<file path="config.mk">
export PLATFORM = sky130hd
export DESIGN_NAME = atacf_front_end
export DESIGN_NICKNAME = d
export VERILOG_FILES = /design/src/pkg/atacf_pkg.sv /design/src/verilog/atacf_front_end.sv
export SDC_FILE = /design/constraint.sdc
export NUM_CORES = 1
export LEC_CHECK = 0
export BUFFER_PORTS_ARGS = -buffer_cell sky130_fd_sc_hd__buf_4
export CORE_MARGIN = 2
export CORE_UTILIZATION = 55
export DETAILED_ROUTE_END_ITERATION = 6
export PLACE_DENSITY = 0.88
export SYNTH_ARGS = -nofsm -noshare
export SYNTH_HDL_FRONTEND = slang
export SYNTH_SLANG_ARGS = --single-unit
export TNS_END_PERCENT = 1
</file>
<file path="constraint.sdc">
create_clock -name clk -period 2.3 [get_ports clk]
set_clock_uncertainty 0.2 [all_clocks]
set_input_delay 0.575 -clock clk [delete_from_list [all_inputs] [get_ports clk]]
set_output_delay 0.575 -clock clk [all_outputs]
set_load 0.02 [all_outputs]
</file>
<file path="src/pkg/atacf_pkg.sv">
// package for the ata command register front end
// assumes the task-file bus has three address lines and two chip selects
package atacf_pkg;
	// task-file addresses (cs0 block / cs1 block)
	localparam logic [2:0] ADDR_ERROR     = 3'h1;
	localparam logic [2:0] ADDR_SECCNT    = 3'h2;
	localparam logic [2:0] ADDR_SECNUM    = 3'h3;
	localparam logic [2:0] ADDR_CYL_LO    = 3'h4;
	localparam logic [2:0] ADDR_CYL_HI    = 3'h5;
	localparam logic [2:0] ADDR_DRVHEAD   = 3'h6;
	localparam logic [2:0] ADDR_STATUS    = 3'h7;
	localparam logic [2:0] ADDR_CMD_ENTRY = 3'h7;
	localparam logic [2:0] ADDR_FEATURE   = 3'h1;
	localparam logic [2:0] ADDR_ALT_STAT  = 3'h6;
	localparam logic [2:0] ADDR_DEV_CTRL  = 3'h6;
	// device control fields
	localparam int DC_HOB  = 7;
	localparam int DC_SRST = 2;
	localparam int DC_NIEN = 1;
	// drive/head fields
	localparam int DH_DRIVE = 4;
	// status fields
	localparam int ST_BSY  = 7;
	localparam int ST_DRDY = 6;
	localparam int ST_DSC  = 4;
	localparam int ST_DRQ  = 3;
	localparam int ST_ERR  = 0;
	localparam int ER_ABRT = 2;
	// reset values
	localparam logic [7:0] DEV_CTRL_RST = 8'h08;
	localparam logic [7:0] DRVHEAD_RST  = 8'hA0;
	localparam logic [7:0] SECCNT_RST   = 8'h01;
	// decode classes: which parameters the opcode consumes
	typedef enum logic [2:0] {
		ATACF_CL_BAD    = 3'h0, // unknown code, aborted
		ATACF_CL_DRVONL = 3'h1, // drive select only
		ATACF_CL_XFER   = 3'h2, // full address + count
		ATACF_CL_CYLHD  = 3'h3, // cylinder + head
		ATACF_CL_COUNT  = 3'h4, // sector count argument
		ATACF_CL_FEAT   = 3'h5, // feature subcommand
		ATACF_CL_CNTSN  = 3'h6  // count + sector number
	} atacf_class_e;
	// command engine states, gray along idle-busy-done
	typedef enum logic [1:0] {
		ATACF_IDLE = 2'b00,
		ATACF_BUSY = 2'b01,
		ATACF_DONE = 2'b11
	} atacf_state_e;
endpackage : atacf_pkg

</file>
<file path="src/verilog/atacf_front_end.sv">
// command-entry front end of the drive task file
// assumes cs/da/strobes come from the host cable (async, synchronised here)
// and command execution lives in a back end using the start/done handshake
`timescale 1ns/10ps

// Notes on behaviour
// start only on command write, idle and ready
// host writes command only when idle, ready
// unknown opcode ends in aborted command
// command write drops pending interrupt
// decode 28-bit transfer opcodes, paired codes
// decode 48-bit extended opcodes
// read verify pair and extended code
// power controls under two opcodes each
// host loads required task-file parameters
// nop, recalibrate, diagnostics use drive only
// drive from bit 4, head low nibble
// seek, format use cylinder, drive, head
// count argument commands use sector count
// subcommand commands use features register
// set max uses complete address
// alternate status read keeps interrupt
// command block write clears hob
// soft reset holds busy, resets registers
// soft reset hits both drives always
// enabled and selected drives interrupt pin
// disabled interrupt floats the pin
// host writes one to reserved bit
// status read acknowledges interrupt
// drive bit zero first, one second
// busy from command write to done; the code also clears busy early on cmd_drq
// abort sets err, abrt, clears busy, interrupts
// command write while busy is dropped
module atacf_front_end #(
	parameter bit DRIVE_ID = 1'b0 // 0 first drive, 1 second
) (
	// clock and reset
	input  wire logic                 clk,
	input  wire logic                 rst_b,
	// task-file bus from host cable
	input  wire logic                 cs0_b,
	input  wire logic                 cs1_b,
	input  wire logic [2:0]           da,
	input  wire logic                 dior_b,
	input  wire logic                 diow_b,
	input  wire logic [7:0]           dd_in,
	output logic      [7:0]           dd_out,
	output logic                      dd_oe,
	// interrupt pin, two signals
	output logic                      intrq_out,
	output logic                      intrq_oe,
	// drive condition
	input  wire logic                 drive_ready,
	// back end handshake
	output logic                      cmd_start,
	output logic      [7:0]           cmd_opcode,
	output atacf_pkg::atacf_class_e   cmd_class,
	output logic      [27:0]          cmd_address,
	output logic      [7:0]           cmd_count,
	output logic      [7:0]           cmd_feature,
	output logic                      cmd_hob,
	output logic                      soft_reset,
	input  wire logic                 cmd_done,
	input  wire logic                 cmd_error,
	input  wire logic                 cmd_drq
);
	import atacf_pkg::*;

	// opcode decode into parameter class
	function automatic atacf_class_e decode_op(input logic [7:0] op);
		atacf_class_e c;
		c = ATACF_CL_BAD;
		unique casez (op)
			8'h00, 8'b0001_????, 8'h90: c = ATACF_CL_DRVONL;
			8'h20, 8'h21, 8'h30, 8'h31,
			8'hC4, 8'hC5, 8'hC8, 8'hC9,
			8'hCA, 8'hCB, 8'h3C:       c = ATACF_CL_XFER;
			8'h24, 8'h25, 8'h29, 8'h34,
			8'h35, 8'h39:              c = ATACF_CL_XFER;
			8'h37, 8'hF9:              c = ATACF_CL_XFER;
			8'h40, 8'h41, 8'h42:       c = ATACF_CL_XFER;
			8'h27, 8'hF8, 8'hE4, 8'hE7,
			8'hE8, 8'hEA, 8'hEC, 8'hF1,
			8'hF2, 8'hF3, 8'hF4, 8'hF5,
			8'hF6:                     c = ATACF_CL_DRVONL;
			8'h50, 8'b0111_????:       c = ATACF_CL_CYLHD;
			8'h91, 8'hC6:              c = ATACF_CL_COUNT;
			8'hE0, 8'hE1, 8'hE2, 8'hE3,
			8'hE5, 8'hE6, 8'h94, 8'h95,
			8'h96, 8'h97, 8'h98, 8'h99: c = ATACF_CL_COUNT;
			8'hEF, 8'hB0, 8'hB1, 8'hFC: c = ATACF_CL_FEAT;
			8'h92:                     c = ATACF_CL_CNTSN;
			default:                   c = ATACF_CL_BAD;
		endcase
		return c;
	endfunction : decode_op

	// two-flop synchronisers for the cable inputs
	logic [14:0] sync1;
	logic [14:0] sync2;
	always_ff @(posedge clk or negedge rst_b) begin
		if (!rst_b) begin
			sync1 <= 15'h7FFF;
			sync2 <= 15'h7FFF;
		end else begin
			sync1 <= {cs0_b, cs1_b, da, dior_b, diow_b, dd_in};
			sync2 <= sync1;
		end
	end

	logic       s_cs0_b, s_cs1_b, s_rd_b, s_wr_b;
	logic [2:0] s_da;
	logic [7:0] s_dd;
	assign {s_cs0_b, s_cs1_b, s_da, s_rd_b, s_wr_b, s_dd} = sync2;

	// strobe edge detect on the synchronised copies only
	logic rd_q, wr_q;
	always_ff @(posedge clk or negedge rst_b) begin
		if (!rst_b) begin
			rd_q <= 1'b1;
			wr_q <= 1'b1;
		end else begin
			rd_q <= s_rd_b;
			wr_q <= s_wr_b;
		end
	end

	logic wr_pulse, rd_pulse, blk0, blk1;
	assign wr_pulse = wr_q && !s_wr_b;
	assign rd_pulse = rd_q && !s_rd_b;
	assign blk0     = !s_cs0_b && s_cs1_b;
	assign blk1     = s_cs0_b && !s_cs1_b;

	logic wr_cmd, wr_ctrl, wr_blk0, rd_stat;
	assign wr_blk0 = wr_pulse && blk0;
	assign wr_cmd  = wr_blk0 && s_da == ADDR_CMD_ENTRY;
	assign wr_ctrl = wr_pulse && blk1 && s_da == ADDR_DEV_CTRL;
	assign rd_stat = rd_pulse && blk0 && s_da == ADDR_STATUS;

	// task-file registers and engine state
	logic [7:0]   dev_ctrl, next_dev_ctrl;
	logic [7:0]   seccnt, next_seccnt, secnum, next_secnum;
	logic [7:0]   cyl_lo, next_cyl_lo, cyl_hi, next_cyl_hi;
	logic [7:0]   drvhead, next_drvhead, feature, next_feature;
	logic [7:0]   status, next_status, error, next_error;
	logic         irq_pend, next_irq_pend;
	atacf_state_e state, next_state;
	logic         next_start;
	logic [7:0]   next_opcode;
	atacf_class_e next_class;
	logic         srst, selected;

	// soft reset is the same for both drives, no select check
	assign srst     = dev_ctrl[DC_SRST];
	assign selected = drvhead[DH_DRIVE] == DRIVE_ID;

	// next-state logic for registers and command engine
	always_comb begin
		next_dev_ctrl = dev_ctrl;
		next_seccnt   = seccnt;
		next_secnum   = secnum;
		next_cyl_lo   = cyl_lo;
		next_cyl_hi   = cyl_hi;
		next_drvhead  = drvhead;
		next_feature  = feature;
		next_status   = status;
		next_error    = error;
		next_irq_pend = irq_pend;
		next_state    = state;
		next_start    = 1'b0;
		next_opcode   = cmd_opcode;
		next_class    = cmd_class;
		if (wr_ctrl)
			next_dev_ctrl = s_dd;
		if (wr_blk0) begin
			next_dev_ctrl[DC_HOB] = 1'b0;
			unique case (s_da)
				ADDR_FEATURE: next_feature = s_dd;
				ADDR_SECCNT:  next_seccnt  = s_dd;
				ADDR_SECNUM:  next_secnum  = s_dd;
				ADDR_CYL_LO:  next_cyl_lo  = s_dd;
				ADDR_CYL_HI:  next_cyl_hi  = s_dd;
				ADDR_DRVHEAD: next_drvhead = s_dd;
				default:      next_drvhead = drvhead;
			endcase
		end
		next_status[ST_DRDY] = drive_ready;
		next_status[ST_DSC]  = drive_ready;
		// status read acks; alternate status read does not
		if (rd_stat)
			next_irq_pend = 1'b0;
		// host written while busy is simply lost
		if (wr_cmd) begin
			next_irq_pend = 1'b0;
			if (!status[ST_BSY] && drive_ready) begin
				next_opcode = s_dd;
				next_class  = decode_op(s_dd);
				next_status[ST_BSY] = 1'b1;
				next_status[ST_ERR] = 1'b0;
				next_status[ST_DRQ] = 1'b0;
				next_error  = 8'h00;
				if (decode_op(s_dd) == ATACF_CL_BAD) begin
					next_state = ATACF_DONE;
				end else begin
					next_start = 1'b1;
					next_state = ATACF_BUSY;
				end
			end
		end
		unique case (state)
			ATACF_IDLE: ;
			ATACF_BUSY: begin
				// busy ends at done, or early when data is requested
				if (cmd_drq) begin
					next_status[ST_BSY] = 1'b0;
					next_status[ST_DRQ] = 1'b1;
				end
				if (cmd_done) begin
					next_status[ST_BSY] = 1'b0;
					next_status[ST_DRQ] = 1'b0;
					next_status[ST_ERR] = cmd_error;
					next_irq_pend = 1'b1;
					next_state    = ATACF_IDLE;
				end
			end
			ATACF_DONE: begin
				next_status[ST_BSY] = 1'b0;
				next_status[ST_ERR] = 1'b1;
				next_error[ER_ABRT] = 1'b1;
				next_irq_pend = 1'b1;
				next_state    = ATACF_IDLE;
			end
		endcase
		// leaving soft reset frees busy, else the drive stays locked
		if (soft_reset && !srst)
			next_status[ST_BSY] = 1'b0;
		// soft reset holds everything but device control
		if (srst) begin
			next_seccnt   = SECCNT_RST;
			next_secnum   = SECCNT_RST;
			next_cyl_lo   = 8'h00;
			next_cyl_hi   = 8'h00;
			next_drvhead  = DRVHEAD_RST;
			next_feature  = 8'h00;
			next_error    = 8'h01;
			next_status   = 8'h80;
			next_irq_pend = 1'b0;
			next_state    = ATACF_IDLE;
			next_start    = 1'b0;
		end
	end

	always_ff @(posedge clk or negedge rst_b) begin
		if (!rst_b) begin
			dev_ctrl   <= DEV_CTRL_RST;
			seccnt     <= SECCNT_RST;
			secnum     <= SECCNT_RST;
			cyl_lo     <= 8'h00;
			cyl_hi     <= 8'h00;
			drvhead    <= DRVHEAD_RST;
			feature    <= 8'h00;
			status     <= 8'h00;
			error      <= 8'h01;
			irq_pend   <= 1'b0;
			state      <= ATACF_IDLE;
			cmd_start  <= 1'b0;
			cmd_opcode <= 8'h00;
			cmd_class  <= ATACF_CL_BAD;
		end else begin
			dev_ctrl   <= next_dev_ctrl;
			seccnt     <= next_seccnt;
			secnum     <= next_secnum;
			cyl_lo     <= next_cyl_lo;
			cyl_hi     <= next_cyl_hi;
			drvhead    <= next_drvhead;
			feature    <= next_feature;
			status     <= next_status;
			error      <= next_error;
			irq_pend   <= next_irq_pend;
			state      <= next_state;
			cmd_start  <= next_start;
			cmd_opcode <= next_opcode;
			cmd_class  <= next_class;
		end
	end

	// output registers: read data, pin enables, parameter snapshot
	logic [7:0]  next_dd_out;
	logic        next_dd_oe, next_int_oe;
	logic [27:0] next_addr;
	always_comb begin
		next_dd_out = 8'h00;
		next_dd_oe  = 1'b0;
		if (!s_rd_b && selected && blk1 && s_da == ADDR_ALT_STAT) begin
			next_dd_out = status;
			next_dd_oe  = 1'b1;
		end else if (!s_rd_b && selected && blk0) begin
			next_dd_oe = 1'b1;
			unique case (s_da)
				ADDR_ERROR:   next_dd_out = error;
				ADDR_SECCNT:  next_dd_out = seccnt;
				ADDR_SECNUM:  next_dd_out = secnum;
				ADDR_CYL_LO:  next_dd_out = cyl_lo;
				ADDR_CYL_HI:  next_dd_out = cyl_hi;
				ADDR_DRVHEAD: next_dd_out = drvhead;
				ADDR_STATUS:  next_dd_out = status;
				default:      next_dd_out = 8'h00; // data port not here
			endcase
		end
		// pin floats when disabled, drives when enabled and selected
		next_int_oe = !dev_ctrl[DC_NIEN] && selected;
		next_addr   = {drvhead[3:0], cyl_hi, cyl_lo, secnum};
	end

	always_ff @(posedge clk or negedge rst_b) begin
		if (!rst_b) begin
			dd_out      <= 8'h00;
			dd_oe       <= 1'b0;
			intrq_out   <= 1'b0;
			intrq_oe    <= 1'b0;
			cmd_address <= 28'h0000000;
			cmd_count   <= 8'h00;
			cmd_feature <= 8'h00;
			cmd_hob     <= 1'b0;
			soft_reset  <= 1'b0;
		end else begin
			dd_out      <= next_dd_out;
			dd_oe       <= next_dd_oe;
			intrq_out   <= irq_pend;
			intrq_oe    <= next_int_oe;
			cmd_address <= next_addr;
			cmd_count   <= seccnt;
			cmd_feature <= feature;
			cmd_hob     <= dev_ctrl[DC_HOB];
			soft_reset  <= srst;
		end
	end
endmodule : atacf_front_end

</file>
### Yosys cells after proc, flatten, opt, wreduce, memory -nomap -nowiden

Index checks and enable logic that the tools add are counted.

* bitwise logic cells: 1
* reduce and logical (&&, ||, !) cells: 52
* muxes and demuxes: 63
* equality and inequality tests: 67

Operators by type and width (number)
* equality test 8 bit (second input constant): 39
* two-way mux 8 bit: 25
* equality test 8 x 6 -> 1 bit (second input constant): 13
* one-hot mux 8 bit (7 select lines): 1
* equality test 8 x 7 -> 1 bit (second input constant): 4
* two-way mux 1 bit: 25
* OR reduction 22 bit: 1
* nonzero test 2 bit: 10
* one-hot mux 3 bit (6 select lines): 1
* AND reduction 2 bit: 9
* logical AND 1 bit: 17
* OR reduction 16 bit: 1
* OR reduction 14 bit: 1
* equality test 3 bit (second input constant): 4
* two-way mux 2 bit: 5
* logical NOT 8 bit: 1
* logical NOT 1 bit: 7
* equality test 3 x 2 -> 1 bit (second input constant): 2
* two-way mux 3 bit: 2
* one-hot mux 1 bit (2 select lines): 3
* nonzero test 3 bit: 2
* equality test 4 x 1 -> 1 bit (second input constant): 1
* equality test 4 x 3 -> 1 bit (second input constant): 1
* one-hot mux 2 bit (2 select lines): 1
* other kinds (7): 7

* input bits: 21
* logic and storage cells: 212
* register bits after elaboration: 173

### Depth between registers and ports, before layout

* depth in word-level cells: 12
* gate-level depth with buffers: 9
* mapped depth without buffers: 6

### Least setup slack after synthesis

No wires, ideal clock.

* path type: reg2reg
* start point: register sync2[5]
* end point: register state[1]
* arrival time: 1.742 ns
* buffers on the path: 1
* cell stages (with the launch flop): 8
* setup time: 0.121 ns
* slack: 0.237 ns
* clock period less this slack: 2.063 ns
* cell sequence: dfstp_2 buf_2 nand2b_1 or4_4 a21oi_4 a2111oi_4 and3_1 o2bb2ai_1

* cells in the longest elaborated chain, start to end: 12
* elaborated cells between the ends (all ways): 74
* those cells by class: eq/ne (58); mux (9); reduce/logical (7)

Ends and longest elaborated chain
* start: declaration: line atacf_front_end.sv:100 `logic [14:0] sync2;`
* start signal: assignment: line atacf_front_end.sv:107 `sync2 <= sync1;`
* equality test 8 x 7 -> 1 bit (tied with other cells): line atacf_front_end.sv:73 `unique casez (op)`
* OR reduction 22 bit (no source line) (tied with other cells)
* one-hot mux 3 bit (6 select lines) *: line atacf_front_end.sv:73
* two-way mux 3 bit *: line atacf_front_end.sv:195 `if (!status[ST_BSY] && drive_ready) begin`
* two-way mux 3 bit *: line atacf_front_end.sv:193 `if (wr_cmd) begin`
* logical NOT 3 bit *: line atacf_front_end.sv:202 `if (decode_op(s_dd) == ATACF_CL_BAD) begin`
* two-way mux 2 bit *: line atacf_front_end.sv:202
* two-way mux 2 bit *: line atacf_front_end.sv:195
* two-way mux 2 bit *: line atacf_front_end.sv:193
* two-way mux 2 bit: line atacf_front_end.sv:218 `if (cmd_done) begin`
* one-hot mux 2 bit (2 select lines) *: line atacf_front_end.sv:210 `unique case (state)`
* two-way mux 2 bit *: line atacf_front_end.sv:238 `if (srst) begin`
* named net next_state[1]: line atacf_front_end.sv:147 `atacf_state_e state, next_state;`
* end signal: assignment: line atacf_front_end.sv:280 `state <= next_state;`
* end: declaration: line atacf_front_end.sv:147

Mark *: on every way through the listed nets, which the timed path passes. The rest lies on a longest branch. The select of a mux whose other input is x is not followed.
A chain may end at the register's enable or synchronous reset.

### Final worst setup path

* start point: register sync2[2]
* end point: register cmd_start

* cells in the longest elaborated chain, start to end: 10
* elaborated cells between the ends (all ways): 70
* those cells by class: eq/ne (56); mux (7); reduce/logical (7)

Ends and longest elaborated chain
* equality test 8 x 7 -> 1 bit (tied with other cells): line atacf_front_end.sv:73
* OR reduction 22 bit (no source line) (tied with other cells)
* one-hot mux 3 bit (6 select lines) *: line atacf_front_end.sv:73
* two-way mux 3 bit *: line atacf_front_end.sv:195
* two-way mux 3 bit *: line atacf_front_end.sv:193
* logical NOT 3 bit *: line atacf_front_end.sv:202
* two-way mux 1 bit *: line atacf_front_end.sv:202
* two-way mux 1 bit *: line atacf_front_end.sv:195
* two-way mux 1 bit *: line atacf_front_end.sv:193
* two-way mux 1 bit *: line atacf_front_end.sv:238
* named net next_start: line atacf_front_end.sv:148 `logic next_start;`
* end signal: assignment: line atacf_front_end.sv:281 `cmd_start <= next_start;`
* end: declaration: line atacf_front_end.sv:55 `output logic cmd_start,`

Marks and branches as above.

==> results.sh <==
export IMPL_cts_buffer_depth=2
export IMPL_cts_root_buf="clkbuf_16"
export IMPL_grt_pass1_vias=4571
export IMPL_critPathBufInv=0
export IMPL_fin_crit_sh_pct=96.5
export IMPL_r2r_start="sync2[2]"
export IMPL_hp_class="input port to register"
export IMPL_path_cells="or4b_1 > o21ai_1 > a21oi_1 > o221ai_2 > nor2_1 > a211oi_2"
export IMPL_synth_cell_types=62
export IMPL_critPathLaunch="sync2[2]"
export IMPL_syn_inst=522
export IMPL_grt_pass1_wl_um=23800
export IMPL_path_class="register to register"
export IMPL_r2r_cells=6
export IMPL_synth_ff_type="dfrtp_1"
export IMPL_antenna_found_initial=0
export IMPL_io_buffers=89
export IMPL_final_nets=642
export IMPL_grt_max_degree=59
export IMPL_finalWirelength_um=14800
export IMPL_post_drt_via_cell_ratio=5.86
export IMPL_cp_required_ns=2.43
export IMPL_cp_slowest_cell="dfstp_2"
export IMPL_tightest_slew_ns=0.547
export IMPL_antenna_cells=0
export IMPL_synth_edf_count=0
export IMPL_fin_util_pct=70.6
export IMPL_area_growth_pct=23.9
export IMPL_place_congestion=0.997
export IMPL_die_area_um2=12200
export IMPL_synth_area_um2=6260
export IMPL_drive_gt1_share_pct=33.6
export IMPL_status="finished clean"
export IMPL_avgRoutedWirePerCell_um=19.1
export IMPL_die_width_um=111
export IMPL_grtUsageTotal_pct=25.1
export IMPL_fin_crit_ns=2.22
export IMPL_dr_first_iter_drc_count=356
export IMPL_cts_tree="built"
export IMPL_synth_nets=543
export IMPL_globalRoute_totalOverflow=0
export IMPL_leakagePower_nw=3.63
export IMPL_final_cell_area_um2=7750
export IMPL_ys_ff_latch=161
export IMPL_cts_setup_buffers=0
export IMPL_synth_async_reset_ratio_pct=100
export IMPL_totalNegativeSetupSlack_ns=0
export IMPL_synth_seq_area_share_pct=65.1
export IMPL_critPathMaxStageDelay_ns=0.69
export IMPL_slew_headroom_pct=63.5
export IMPL_maxCapViolations=0
export IMPL_dp_hpwl_um=10100
export IMPL_startpoint_type="register"
export IMPL_holdPathStages=1
export IMPL_clk_latency_ns=0.43
export IMPL_die_h_um=111
export IMPL_worstPathArrival_ns=2.34
export IMPL_hold_path_end="sync1[0]"
export IMPL_first_pass_iters=6
export IMPL_grt_setup_unrepaired="false"
export IMPL_worstSetupEndpointType="register"
export IMPL_ios=90
export IMPL_place_area_um2=7150
export IMPL_worst_r2r_setup_slack_ns=0.08
export IMPL_nFillCells=747
export IMPL_cp_max_fo=15
export IMPL_postRouteAntennaNets=0
export IMPL_clk_pin_slew_ns=0.06
export IMPL_setup_violations_final=0
export IMPL_hold_viol=0
export IMPL_r2r_end="cmd_start"
export IMPL_drv_slew=0
export IMPL_hold_start="dd_in[0]"
export IMPL_h_tree_depth=4
export IMPL_power_density_nw_per_um2=856
export IMPL_cts_sinks=161
export IMPL_numCtsBuffers=17
export IMPL_coreArea_um2=11000
export IMPL_critPathTopFamily="flip-flops"
export IMPL_max_freq_mhz=451
export IMPL_postSynthAreaPerCell_um2=12.0
export IMPL_drc_errors=0
export IMPL_rows=38
export IMPL_ir_worst_vdd_uv=567
export IMPL_start_util_pct=57.0
export IMPL_yosys_warnings=0
export IMPL_via_count=4534
[cell usage after synthesis (4+ instances only)]
cell type,n,share of area (%)
clkbuf_1,15,0.90
nor2b_1,9,0.90
a211oi_1,4,0.48
and3_1,4,0.40
dfrtp_1,124,50
mux2_2,13,2.3
buf_2,17,1.4
nand3_1,27,2.2
o21ai_0,11,0.88
nand2b_1,5,0.50
mux2i_1,25,4.0
nor3b_1,4,0.48
nor2_1,37,2.2
dfstp_2,37,16
inv_1,4,0.24
nor4_1,4,0.40
nor3_1,5,0.40
a21oi_1,38,3.0
a221oi_1,4,0.56
nand2_1,73,4.4
[registers in the layout, indices dropped and copies added (netlist names), 4 cells and up]
name / cells
cmd_address: 28
cmd_count: 8
cmd_feature: 8
cmd_opcode: 8
cyl_hi: 8
cyl_lo: 8
dd_out: 8
drvhead: 8
feature: 8
seccnt: 8
secnum: 8
status: 4
sync1: 15
sync2: 15
[worst register-to-register path: stages (launching register included)]
cell      delay (ns)
dfstp_2         0.69
or4b_1          0.46
o21ai_1         0.09
a21oi_1         0.09
o221ai_2        0.22
nor2_1          0.10
a211oi_2        0.27
[layout by cell type (no fill, tap or decap), types with 5 or more instances in the layout]
cell type / instances
dfrtp_1: 124
buf_4: 115
nand2_1: 73
a21oi_1: 38
nor2_1: 37
dfstp_2: 36
nand3_1: 27
mux2i_1: 25
clkbuf_16: 17
mux2_2: 13
o21ai_0: 11
nor2b_1: 9
nand2b_1: 5
nor3_1: 5
clkinv_2: 5
[final cells by class]
cell class	count	area, um2	area share (%)
flip-flops and latches	161	4080	52.6
repair buffers	119	925	11.9
clock inverters	11	139	1.79
clock buffers	21	450	5.81
inverters	4	15.0	0.194
well taps	140	175	2.26
multi-input cells	318	1970	25.4
[metal layers]
metal,GRT usage (%),share of wire (%),up-vias
li1,-,-,2012
met1,30.4,38,2220
met2,40.7,49,237
met3,7.60,7.3,65
met4,13.7,4.8,0
met5,0,0,-
[worst max-delay path by stage]
stage / endpoint / slack (ns) / depth (start not counted)
2_1_floorplan: state[1] / 0.24 / 7
3_3_place_gp: cmd_start / 0.13 / 6
3_5_place_dp: state[1] / 0.09 / 6
4_1_cts: state[1] / 0.08 / 6
5_1_grt: cmd_start / 0.02 / 6
6_report: cmd_start / 0.08 / 6
[cell families after synthesis]
logic type / count (synthesis) / share of synthesized area, %
flip-flops: 161 / 65.1
multiplexers: 40 / 7.06
AND/OR/NAND/NOR: 189 / 14.8
buffers and inverters: 43 / 3.40
AO/OA/AOI/OAI: 88 / 9.52
XOR/XNOR: 1 / 0.140
[per-stage QoR]
step	total power, mW	hold WS (ns)	instances	worst slack (ns)
6_report	6.64	0.0541	774	0.0815
5_1_grt	6.89	0.0347	774	0.0244
4_1_cts	6.68	0.0394	774	0.0803
3_5_place_dp	3.88	0.147	741	0.0926
3_3_place_gp	3.85	0.145	741	0.130
2_1_floorplan	3.55	0.0794	522	0.237
[what timing repair did]
item | in CTS | in global routing
endpoints found under the hold margin | 39 | 0
setup endpoints to repair | 0 | 2
resized for setup | 0 | 1
hold buffers | 1 | 0
[power by group]
part	leakage, nW	total (mW)	internal (mW)	switching [mW]
clock network	0.287	2.79	1.72	1.07
logic	1.26	0.648	0.268	0.380
registers	2.08	3.20	3.04	0.154
total	3.63	6.64	5.04	1.60
Note: power is estimated with default switching activity, not from simulation.
